[src/logic/flow_io_pkg.sv]
// Constants, register map and function codes for the flow meter I/O logic
package flow_io_pkg;
    localparam int AW = 8;
    localparam int DW = 32;
    localparam int ST_W = 5;

    // Register offsets
    localparam logic [7:0] REG_CFG = 8'h00;
    localparam logic [7:0] REG_PULSE = 8'h04;
    localparam logic [7:0] REG_CREEP = 8'h08;
    localparam logic [7:0] REG_LIM_LO = 8'h0C;
    localparam logic [7:0] REG_LIM_HI = 8'h10;
    localparam logic [7:0] REG_GAIN = 8'h14;
    localparam logic [7:0] REG_TOTAL = 8'h18;
    localparam logic [7:0] REG_STATUS = 8'h1C;
    localparam logic [7:0] REG_MASK = 8'h20;
    localparam logic [7:0] REG_STATE = 8'h24;

    // Configuration field positions
    localparam int CFG_Q1_FN = 0;
    localparam int CFG_Q1_POL = 3;
    localparam int CFG_Q2_FN = 4;
    localparam int CFG_Q2_POL = 7;
    localparam int CFG_IN_FN = 8;
    localparam int CFG_AOUT_0_20 = 10;
    localparam int CFG_AOUT_EN = 11;
    localparam logic [31:0] CFG_RESET = 32'h0000_0898;

    // Status bit positions
    localparam int ST_DOSE = 0;
    localparam int ST_OFFSET = 1;
    localparam int ST_CLEAR = 2;
    localparam int ST_LIMIT = 3;
    localparam int ST_EMPTY = 4;

    // Pulse value in 0.1 ml, flow in 0.006 l/min, current in uA
    localparam logic [15:0] PULSE_MIN = 16'h0001;
    localparam logic [15:0] PULSE_MAX = 16'h7530;
    localparam logic [15:0] PULSE_RESET = 16'h000A;
    localparam logic [15:0] CREEP_RESET = 16'h0004;
    localparam logic [15:0] LIM_LO_RESET = 16'h0000;
    localparam logic [15:0] LIM_HI_RESET = 16'h1770;
    localparam logic [15:0] GAIN_RESET = 16'h02AB;
    localparam int GAIN_SHIFT = 8;
    localparam logic [15:0] UA_0 = 16'h0000;
    localparam logic [15:0] UA_4 = 16'h0FA0;
    localparam logic [15:0] UA_20 = 16'h4E20;
    localparam logic [15:0] UA_ALERT = 16'h0DAC;

    // Switched output pulse width
    localparam int CLK_MHZ = 100;
    localparam int PULSE_TIME_US = 1000;
    localparam int PULSE_CYCLES = PULSE_TIME_US * CLK_MHZ;

    typedef enum logic [2:0] {
        FN_PULSE, FN_EMPTY, FN_DOSING, FN_LIMIT, FN_REVERSE, FN_OFF
    } out_fn_t;

    typedef enum logic [1:0] {
        IN_DOSE, IN_OFFSET, IN_CLEAR, IN_CREEP
    } in_fn_t;
endpackage

[src/logic/ctl_input_cond.sv]
// Control input synchroniser and rising edge detector
`timescale 1ns/100ps
module ctl_input_cond (
    // Clock and reset
    input wire logic clock,
    input wire logic resetn,
    // Pin and conditioned result
    input wire logic pin_i,
    output logic level_o,
    output logic rise_o
);
    logic sync1_r, sync2_r, prev_r;
    logic sync1_nxt, sync2_nxt, prev_nxt;

    always_comb begin
        sync1_nxt = pin_i;
        sync2_nxt = sync1_r;
        prev_nxt = sync2_r;
    end

    always_ff @(posedge clock or negedge resetn) begin
        if (!resetn) begin
            sync1_r <= 1'b0;
            sync2_r <= 1'b0;
            prev_r <= 1'b0;
        end else begin
            sync1_r <= sync1_nxt;
            sync2_r <= sync2_nxt;
            prev_r <= prev_nxt;
        end
    end

    assign level_o = sync2_r;
    assign rise_o = sync2_r & ~prev_r;
endmodule // ctl_input_cond

[src/logic/vol_pulse.sv]
// Volume scaled pulse generator with owed pulse counter
`timescale 1ns/100ps
module vol_pulse #(
    parameter int WIDTH_CYC = flow_io_pkg::PULSE_CYCLES
) (
    // Clock and reset
    input wire logic clock,
    input wire logic resetn,
    // Volume increments
    input wire logic enable,
    input wire logic inc_valid,
    input wire logic [15:0] inc,
    input wire logic [15:0] pulse_val,
    // Pulse out
    output logic pulse_o
);
    typedef enum logic [1:0] {P_IDLE, P_HIGH, P_LOW} pstate_t;
    pstate_t state_r, state_nxt;
    logic [16:0] acc_r, acc_nxt;
    logic [7:0] owed_r, owed_nxt;
    logic [31:0] cnt_r, cnt_nxt;
    logic [16:0] sum;
    logic fire, start;

    always_comb begin
        sum = acc_r + {1'b0, inc};
        fire = enable && inc_valid && sum >= {1'b0, pulse_val};
        start = state_r == P_IDLE && owed_r != 8'h00;
        acc_nxt = acc_r;
        if (enable && inc_valid)
            acc_nxt = fire ? sum - {1'b0, pulse_val} : sum;
        owed_nxt = owed_r;
        // Saturate rather than wrap when pulses outrun the width
        if (fire && !start && owed_r != 8'hFF)
            owed_nxt = owed_r + 8'h01;
        else if (start && !fire)
            owed_nxt = owed_r - 8'h01;
        state_nxt = state_r;
        cnt_nxt = cnt_r;
        unique case (state_r)
            P_IDLE: if (start) begin
                state_nxt = P_HIGH;
                cnt_nxt = 32'(WIDTH_CYC - 1);
            end
            P_HIGH: if (cnt_r == 32'h0) begin
                state_nxt = P_LOW;
                cnt_nxt = 32'(WIDTH_CYC - 1);
            end else begin
                cnt_nxt = cnt_r - 32'h1;
            end
            P_LOW: if (cnt_r == 32'h0) begin
                state_nxt = P_IDLE;
            end else begin
                cnt_nxt = cnt_r - 32'h1;
            end
            default: state_nxt = P_IDLE;
        endcase
    end

    always_ff @(posedge clock or negedge resetn) begin
        if (!resetn) begin
            state_r <= P_IDLE;
            acc_r <= 17'h00000;
            owed_r <= 8'h00;
            cnt_r <= 32'h0;
        end else begin
            state_r <= state_nxt;
            acc_r <= acc_nxt;
            owed_r <= owed_nxt;
            cnt_r <= cnt_nxt;
        end
    end

    assign pulse_o = state_r == P_HIGH;
endmodule // vol_pulse

[src/logic/flow_io_top.sv]
// Switched outputs, control input and current loop logic of the meter
//
// Chosen here: the address-and-strobe port and the register addresses.
`timescale 1ns/100ps
module flow_io_top #(
    parameter int PULSE_CYC = flow_io_pkg::PULSE_CYCLES
) (
    // Clock and reset
    input wire logic clock,
    input wire logic resetn,
    // Register port
    input wire logic [flow_io_pkg::AW-1:0] reg_addr,
    input wire logic [flow_io_pkg::DW-1:0] reg_wdata,
    input wire logic reg_wr,
    input wire logic reg_rd,
    output logic [flow_io_pkg::DW-1:0] reg_rdata,
    // Measurement results
    input wire logic flow_valid,
    input wire logic signed [15:0] flow_rate,
    input wire logic [15:0] vol_inc,
    input wire logic empty_pipe,
    input wire logic dosing_active,
    // Actions to measurement and dosing logic
    output logic dose_start,
    output logic offset_capture,
    output logic creep_disabled,
    // Pins
    input wire logic control_input,
    output logic primary_switch_output,
    output logic secondary_switch_output,
    output logic [15:0] current_loop_output,
    // Interrupt
    output logic irq
);
    import flow_io_pkg::*;

    function automatic logic fn_level(input logic [2:0] fn, input logic pol,
            input logic pls, input logic emp, input logic dos,
            input logic lim, input logic rev);
        logic act;
        act = 1'b0;
        case (fn)
            FN_PULSE: act = pls;
            FN_EMPTY: act = emp;
            FN_DOSING: act = dos;
            FN_LIMIT: act = lim;
            FN_REVERSE: act = rev;
            default: act = 1'b0;
        endcase
        // High level stands for 24 V at the pin
        return pol ? act : ~act;
    endfunction

    // Register file
    logic [31:0] cfg_r, cfg_nxt;
    logic [15:0] pval_r, pval_nxt;
    logic [15:0] creep_r, creep_nxt;
    logic signed [15:0] lo_r, lo_nxt, hi_r, hi_nxt;
    logic [15:0] gain_r, gain_nxt;
    logic [ST_W-1:0] st_r, st_nxt, mask_r, mask_nxt;
    logic [ST_W-1:0] ev;
    logic wr_status, wr_total;

    // Measurement state
    logic signed [15:0] flow_r, flow_nxt;
    logic empty_r, empty_nxt, dosing_r, dosing_nxt;
    logic supp_r, supp_nxt, lim_r, lim_nxt;
    logic [31:0] tot_r, tot_nxt;
    logic dose_r, dose_nxt, offs_r, offs_nxt, cdis_r, cdis_nxt;
    logic inc_vld_r, inc_vld_nxt;
    logic [15:0] inc_r, inc_nxt;

    // Output state
    logic q1_r, q1_nxt, q2_r, q2_nxt;
    logic [15:0] aout_r, aout_nxt;
    logic [31:0] rdata_r, rdata_nxt;

    logic ctl_level, ctl_rise, vpulse;
    logic [2:0] q1_fn, q2_fn;
    logic q1_pol, q2_pol;
    in_fn_t in_fn;
    logic [16:0] flow_abs, creep_low;
    logic limit_hit, rev;
    logic clr_evt, creep_dis;

    assign q1_fn = cfg_r[CFG_Q1_FN +: 3];
    assign q2_fn = cfg_r[CFG_Q2_FN +: 3];
    assign q1_pol = cfg_r[CFG_Q1_POL];
    assign q2_pol = cfg_r[CFG_Q2_POL];
    assign in_fn = in_fn_t'(cfg_r[CFG_IN_FN +: 2]);

    ctl_input_cond u_in (
        .clock(clock),
        .resetn(resetn),
        .pin_i(control_input),
        .level_o(ctl_level),
        .rise_o(ctl_rise)
    );

    // One generator feeds both outputs, so both share the pulse value
    vol_pulse #(.WIDTH_CYC(PULSE_CYC)) u_pulse (
        .clock(clock),
        .resetn(resetn),
        .enable(1'b1),
        .inc_valid(inc_vld_r),
        .inc(inc_r),
        .pulse_val(pval_r),
        .pulse_o(vpulse)
    );

    // Register writes; hardware set wins over write-one clear
    always_comb begin
        wr_status = reg_wr && reg_addr == REG_STATUS;
        wr_total = reg_wr && reg_addr == REG_TOTAL;
        cfg_nxt = cfg_r;
        pval_nxt = pval_r;
        creep_nxt = creep_r;
        lo_nxt = lo_r;
        hi_nxt = hi_r;
        gain_nxt = gain_r;
        mask_nxt = mask_r;
        if (reg_wr) begin
            unique case (reg_addr)
                REG_CFG: cfg_nxt = {20'h00000, reg_wdata[11:0]};
                REG_PULSE: begin
                    // Clamp to the 0.1 to 3000 ml range
                    if (reg_wdata[15:0] < PULSE_MIN)
                        pval_nxt = PULSE_MIN;
                    else if (reg_wdata[15:0] > PULSE_MAX)
                        pval_nxt = PULSE_MAX;
                    else
                        pval_nxt = reg_wdata[15:0];
                end
                REG_CREEP: creep_nxt = reg_wdata[15:0];
                REG_LIM_LO: lo_nxt = reg_wdata[15:0];
                REG_LIM_HI: hi_nxt = reg_wdata[15:0];
                REG_GAIN: gain_nxt = reg_wdata[15:0];
                REG_MASK: mask_nxt = reg_wdata[ST_W-1:0];
                default: ;
            endcase
        end
        st_nxt = (st_r & ~(wr_status ? reg_wdata[ST_W-1:0] : '0)) | ev;
    end

    always_ff @(posedge clock or negedge resetn) begin
        if (!resetn) begin
            cfg_r <= CFG_RESET;
            pval_r <= PULSE_RESET;
            creep_r <= CREEP_RESET;
            lo_r <= LIM_LO_RESET;
            hi_r <= LIM_HI_RESET;
            gain_r <= GAIN_RESET;
            mask_r <= '0;
            st_r <= '0;
        end else begin
            cfg_r <= cfg_nxt;
            pval_r <= pval_nxt;
            creep_r <= creep_nxt;
            lo_r <= lo_nxt;
            hi_r <= hi_nxt;
            gain_r <= gain_nxt;
            mask_r <= mask_nxt;
            st_r <= st_nxt;
        end
    end

    // Measurement processing
    always_comb begin
        flow_abs = flow_r[15] ? 17'(-{flow_r[15], flow_r})
                              : {1'b0, flow_r};
        creep_low = {1'b0, creep_r} - {3'b000, creep_r[15:2]};
        limit_hit = flow_r >= hi_r || flow_r <= lo_r;
        rev = flow_r[15];
        creep_dis = in_fn == IN_CREEP && ctl_level;
        clr_evt = (in_fn == IN_CLEAR && ctl_rise) || wr_total;
        flow_nxt = flow_valid ? flow_rate : flow_r;
        empty_nxt = empty_pipe;
        dosing_nxt = dosing_active;
        lim_nxt = limit_hit;
        supp_nxt = supp_r;
        if (creep_dis)
            supp_nxt = 1'b0;
        else if (flow_abs < creep_low)
            supp_nxt = 1'b1;
        else if (flow_abs > {1'b0, creep_r})
            supp_nxt = 1'b0;
        // Reverse flow and suppressed flow add no volume
        inc_vld_nxt = flow_valid && !supp_r && !flow_rate[15];
        inc_nxt = vol_inc;
        tot_nxt = tot_r;
        if (clr_evt)
            tot_nxt = 32'h0;
        else if (inc_vld_r)
            tot_nxt = tot_r + {16'h0000, inc_r};
        dose_nxt = in_fn == IN_DOSE && ctl_rise;
        offs_nxt = in_fn == IN_OFFSET && ctl_rise;
        cdis_nxt = creep_dis;
        ev = '0;
        ev[ST_DOSE] = dose_nxt;
        ev[ST_OFFSET] = offs_nxt;
        ev[ST_CLEAR] = clr_evt;
        ev[ST_LIMIT] = limit_hit && !lim_r;
        ev[ST_EMPTY] = empty_pipe && !empty_r;
    end

    always_ff @(posedge clock or negedge resetn) begin
        if (!resetn) begin
            flow_r <= 16'sh0000;
            empty_r <= 1'b0;
            dosing_r <= 1'b0;
            lim_r <= 1'b0;
            supp_r <= 1'b0;
            inc_vld_r <= 1'b0;
            inc_r <= 16'h0000;
            tot_r <= 32'h0;
            dose_r <= 1'b0;
            offs_r <= 1'b0;
            cdis_r <= 1'b0;
        end else begin
            flow_r <= flow_nxt;
            empty_r <= empty_nxt;
            dosing_r <= dosing_nxt;
            lim_r <= lim_nxt;
            supp_r <= supp_nxt;
            inc_vld_r <= inc_vld_nxt;
            inc_r <= inc_nxt;
            tot_r <= tot_nxt;
            dose_r <= dose_nxt;
            offs_r <= offs_nxt;
            cdis_r <= cdis_nxt;
        end
    end

    // Pins, current loop and read data
    always_comb begin
        logic signed [16:0] diff;
        logic signed [33:0] scaled;
        logic [15:0] base;
        diff = 17'sh00000;
        scaled = 34'sh0;
        base = cfg_r[CFG_AOUT_0_20] ? UA_0 : UA_4;
        q1_nxt = fn_level(q1_fn, q1_pol, vpulse, empty_r, dosing_r,
                          limit_hit, rev);
        q2_nxt = fn_level(q2_fn, q2_pol, vpulse, empty_r, dosing_r,
                          limit_hit, rev);
        diff = {flow_r[15], flow_r} - {lo_r[15], lo_r};
        scaled = (diff * $signed({1'b0, gain_r})) >>> GAIN_SHIFT;
        if (!cfg_r[CFG_AOUT_EN])
            aout_nxt = UA_0;
        else if (!cfg_r[CFG_AOUT_0_20] && empty_r)
            aout_nxt = UA_ALERT;
        else if (supp_r || scaled < 34'sh0)
            aout_nxt = base;
        else if (scaled > $signed({18'h00000, UA_20 - base}))
            aout_nxt = UA_20;
        else
            aout_nxt = base + scaled[15:0];
        rdata_nxt = 32'h0;
        if (reg_rd) begin
            unique case (reg_addr)
                REG_CFG: rdata_nxt = cfg_r;
                REG_PULSE: rdata_nxt = {16'h0000, pval_r};
                REG_CREEP: rdata_nxt = {16'h0000, creep_r};
                REG_LIM_LO: rdata_nxt = {16'h0000, lo_r};
                REG_LIM_HI: rdata_nxt = {16'h0000, hi_r};
                REG_GAIN: rdata_nxt = {16'h0000, gain_r};
                REG_TOTAL: rdata_nxt = tot_r;
                REG_STATUS: rdata_nxt = {27'h0, st_r};
                REG_MASK: rdata_nxt = {27'h0, mask_r};
                REG_STATE: rdata_nxt = {aout_r, 8'h00, ctl_level,
                    supp_r, limit_hit, rev, dosing_r, empty_r, q2_r, q1_r};
                default: rdata_nxt = 32'h0;
            endcase
        end
    end

    always_ff @(posedge clock or negedge resetn) begin
        if (!resetn) begin
            q1_r <= 1'b0;
            q2_r <= 1'b0;
            aout_r <= UA_0;
            rdata_r <= 32'h0;
        end else begin
            q1_r <= q1_nxt;
            q2_r <= q2_nxt;
            aout_r <= aout_nxt;
            rdata_r <= rdata_nxt;
        end
    end

    assign primary_switch_output = q1_r;
    assign secondary_switch_output = q2_r;
    assign current_loop_output = aout_r;
    assign reg_rdata = rdata_r;
    assign dose_start = dose_r;
    assign offset_capture = offs_r;
    assign creep_disabled = cdis_r;
    assign irq = |(st_r & mask_r);
endmodule // flow_io_top

[config.mk]
export PLATFORM = sky130hd
export DESIGN_NAME = flow_io_top
export DESIGN_NICKNAME = d
export VERILOG_FILES = /design/src/logic/flow_io_pkg.sv /design/src/logic/ctl_input_cond.sv /design/src/logic/vol_pulse.sv /design/src/logic/flow_io_top.sv
export SDC_FILE = /design/constraint.sdc
export NUM_CORES = 2
export LEC_CHECK = 0
export BUFFER_PORTS_ARGS = -buffer_cell sky130_fd_sc_hd__buf_2
export CAP_MARGIN = 20
export CORE_AREA = 2 2 242 340
export DETAILED_ROUTE_END_ITERATION = 8
export DIE_AREA = 0 0 244 342
export SLEW_MARGIN = 20
export SYNTH_ARGS = -nofsm -noshare
export SYNTH_HDL_FRONTEND = slang
export SYNTH_SLANG_ARGS = --single-unit
export TNS_END_PERCENT = 100
[constraint.sdc]
create_clock -name clock -period 12.4 [get_ports clock]
set_input_delay 3.1 -clock clock [delete_from_list [all_inputs] [get_ports clock]]
set_output_delay 3.1 -clock clock [all_outputs]
set_load 0.005 [all_outputs]
==> results.sh <==
export IMPL_rr_worst_depth=41
export IMPL_min_delay_start="u_in.sync1_r"
export IMPL_rsz0062_at_grt="false"
export IMPL_yosys_warnings=0
export IMPL_yosys_area_top_type_share_pct=23.8
export IMPL_final_cells=4129
export IMPL_ir_drop_mv=0.102
export IMPL_crit_fanout=16
export IMPL_max_cap_violations=0
export IMPL_worst_pin_slew_ns=1.01
export IMPL_cts_max_path_buffers=3
export IMPL_wl_um=77400
export IMPL_synthesis_nets=3550
export IMPL_syn2layout_area_growth_pct=10.7
export IMPL_cp_data_required_time_ns=12.89
export IMPL_drc=0
export IMPL_die_area_mm2=0.0834
export IMPL_postCtsSetupRepairBufs=0
export IMPL_r2r_start="flow_r[0]"
export IMPL_synth_cell_types=80
export IMPL_yosysSeqAreaShare_pct=25.7
export IMPL_setup_worst_path_end_class="register"
export IMPL_critPathLaunchType="register"
export IMPL_holdBufCountCts=0
export IMPL_outcome="completed"
export IMPL_cpLargestDelayFamily="adder cells"
export IMPL_min_to="u_in.level_o"
export IMPL_rrSetupSlack_ns=1.10
export IMPL_grt_max_degree=139
export IMPL_cts_buffers=29
export IMPL_critical_path_buf_inv_count=6
export IMPL_yosys_top_cells_area="dfrtp_1 (24%), fa_1 (20%), ha_1 (11%)"
export IMPL_cts_tree="built"
export IMPL_critPathSlowestCell="or4b_2"
export IMPL_synth_edff_count=0
export IMPL_grt_ovfl_total=0
export IMPL_worstSetupPathType="reg -> reg"
export IMPL_fin_util_pct=38.3
export IMPL_drtAntennaViolNets=0
export IMPL_finalSetupTns_ns=0
export IMPL_clk_transition_reported_paths_ns=0.06
export IMPL_drtIter0Drc=1132
export IMPL_fmax_ghz=0.0885
export IMPL_core_rowCount=124
export IMPL_mostFrequentLayoutCell="inv_1"
export IMPL_grt_pass1_vias=22063
export IMPL_first_pass_iters=6
export IMPL_fp_dieW_um=244
export IMPL_r2r_end="current_loop_output[1]"
export IMPL_hp_class="reg -> reg"
export IMPL_wl_per_cell_um=18.7
export IMPL_setup_ws_ns=1.10
export IMPL_period_needed_ns=11.30
export IMPL_grt_pass1_wl_um=123000
export IMPL_clkLatencyLatePin_ns=0.61
export IMPL_hold_viol_final=0
export IMPL_fin_worst_skew_ns=0.0135
export IMPL_min_period_over_period_pct=91.1
export IMPL_setup_viol=0
export IMPL_die_height_um=342
export IMPL_post_place_ws_ns=1.08
export IMPL_layout_drive_gt1_share_pct=11.9
export IMPL_port_buffers=117
export IMPL_synthArstFlopShare_pct=100
export IMPL_slew_headroom_pct=32.1
export IMPL_core_area_mm2=0.0808
export IMPL_p_leak_nw=14.8
export IMPL_postCtsResizedCells=0
export IMPL_routed_via_density=5.14
export IMPL_netlist_area_mm2=0.0280
export IMPL_ios=134
export IMPL_dp_cells=4074
export IMPL_syn_instance_count=2957
export IMPL_routabilityCongestion=0.880
export IMPL_layout_common_cells="inv_1 (442), fa_1 (277), dfrtp_1 (265)"
export IMPL_track_usage_pct=18.8
export IMPL_start_util_pct=34.6
export IMPL_crit_top_cell="fa_1"
export IMPL_crit_arrival_ns=11.79
export IMPL_cts_sinks=286
export IMPL_ys_flop_type="dfrtp_1"
export IMPL_syn_area_per_cell_um2=9.46
export IMPL_power_density_mw_per_mm2=154
export IMPL_synth_area_leader_cell="dfrtp_1"
export IMPL_hold_depth=0
export IMPL_max_stage_delay_ns=0.63
export IMPL_place_hpwl_um=60900
export IMPL_total_power_w=0.00475
export IMPL_layout_nets=3627
export IMPL_dr_total_vias=21230
export IMPL_htreeDepth=1
export IMPL_cts_root_buf="clkbuf_16"
export IMPL_antenna_found_initial=9
export IMPL_ys_ff_latch=286
export IMPL_maxSlewViolCount=0
registers in the layout, indices dropped and copies added, names as in the netlist, 2 cells and up:
name and count:
flow_r 16, u_pulse.acc_r 17, inc_r 16, tot_r 32
hi_r 16, current_loop_output 16, mask_r 5, cfg_r 12
lo_r 16, gain_r 16, st_r 5, pval_r 16
u_pulse.cnt_r 32, creep_r 16, reg_rdata 32, u_pulse.state_r 2
u_pulse.owed_r 8
cell type report:
| type | instances | area (um2) |
|---|---|---|
| repair buffers | 154 | 886 |
| diodes | 1 | 2.50 |
| flip-flops and latches | 286 | 7180 |
| inverters | 444 | 1670 |
| clock buffers | 37 | 806 |
| fillers | 8111 | 49900 |
| clock inverters | 17 | 305 |
| well taps | 1071 | 1340 |
| multi-input cells | 2119 | 18800 |
through the flow:
step | cell area, um2 | hold slack, ns
after floorplan | 28000 | 0.331
after global placement | 29800 | 0.334
after detailed placement | 29800 | 0.339
after CTS | 30900 | 0.354
after global routing | 30900 | 0.353
final | 30900 | 0.351
worst max-delay path by stage:
stage | startpoint | endpoint | slack [ns] | cells past startpoint
6_report | flow_r[0] | current_loop_output[1] | 1.10 | 41
5_1_grt | flow_r[0] | current_loop_output[1] | 0.19 | 41
4_1_cts | flow_r[0] | current_loop_output[0] | 1.0 | 41
3_5_place_dp | flow_r[0] | current_loop_output[0] | 1.08 | 41
3_3_place_gp | flow_r[0] | current_loop_output[9] | 1.17 | 41
2_1_floorplan | flow_r[0] | current_loop_output[9] | 2.52 | 39
cell usage after synthesis, drive strengths merged, types with 20 or more instances:
master  count
a31oi      27
xnor2      98
a21oi     134
nor3       39
nor2b      49
o21a       23
xor2       53
dfrtp     266
nor2      193
mux2      102
fa        277
nand2     222
and2      114
a21o       46
a22oi      52
ha        236
nand3      44
o21ai      78
inv       442
nand2b     38
mux2i      22
clkbuf    100
dfstp      20
or3        29
power breakdown:
group          internal, W  switching, W
logic              0.00104       0.00142
registers          0.00108      0.000180
clock network     0.000612      0.000414
logic make-up after synthesis:
group	Yosys count	synth area share, %
AND/OR/NAND/NOR	822	14.7
buffers and inverters	552	7.41
adder cells (fa/ha/maj)	519	30.6
AO/OA/AOI/OAI	502	12.0
flip-flops	286	25.7
XOR/XNOR	151	4.73
multiplexers	124	4.90
other	1	0.0134
layer usage:
layer	track usage [%]	part of all wire [%]	routed length, um
met1	21.9	39	29900
met5	0	0.10	79
met2	34.5	52	40500
met3	2.28	4.1	3200
met4	8.24	4.8	3690
Power figures use the tool's default switching activity.
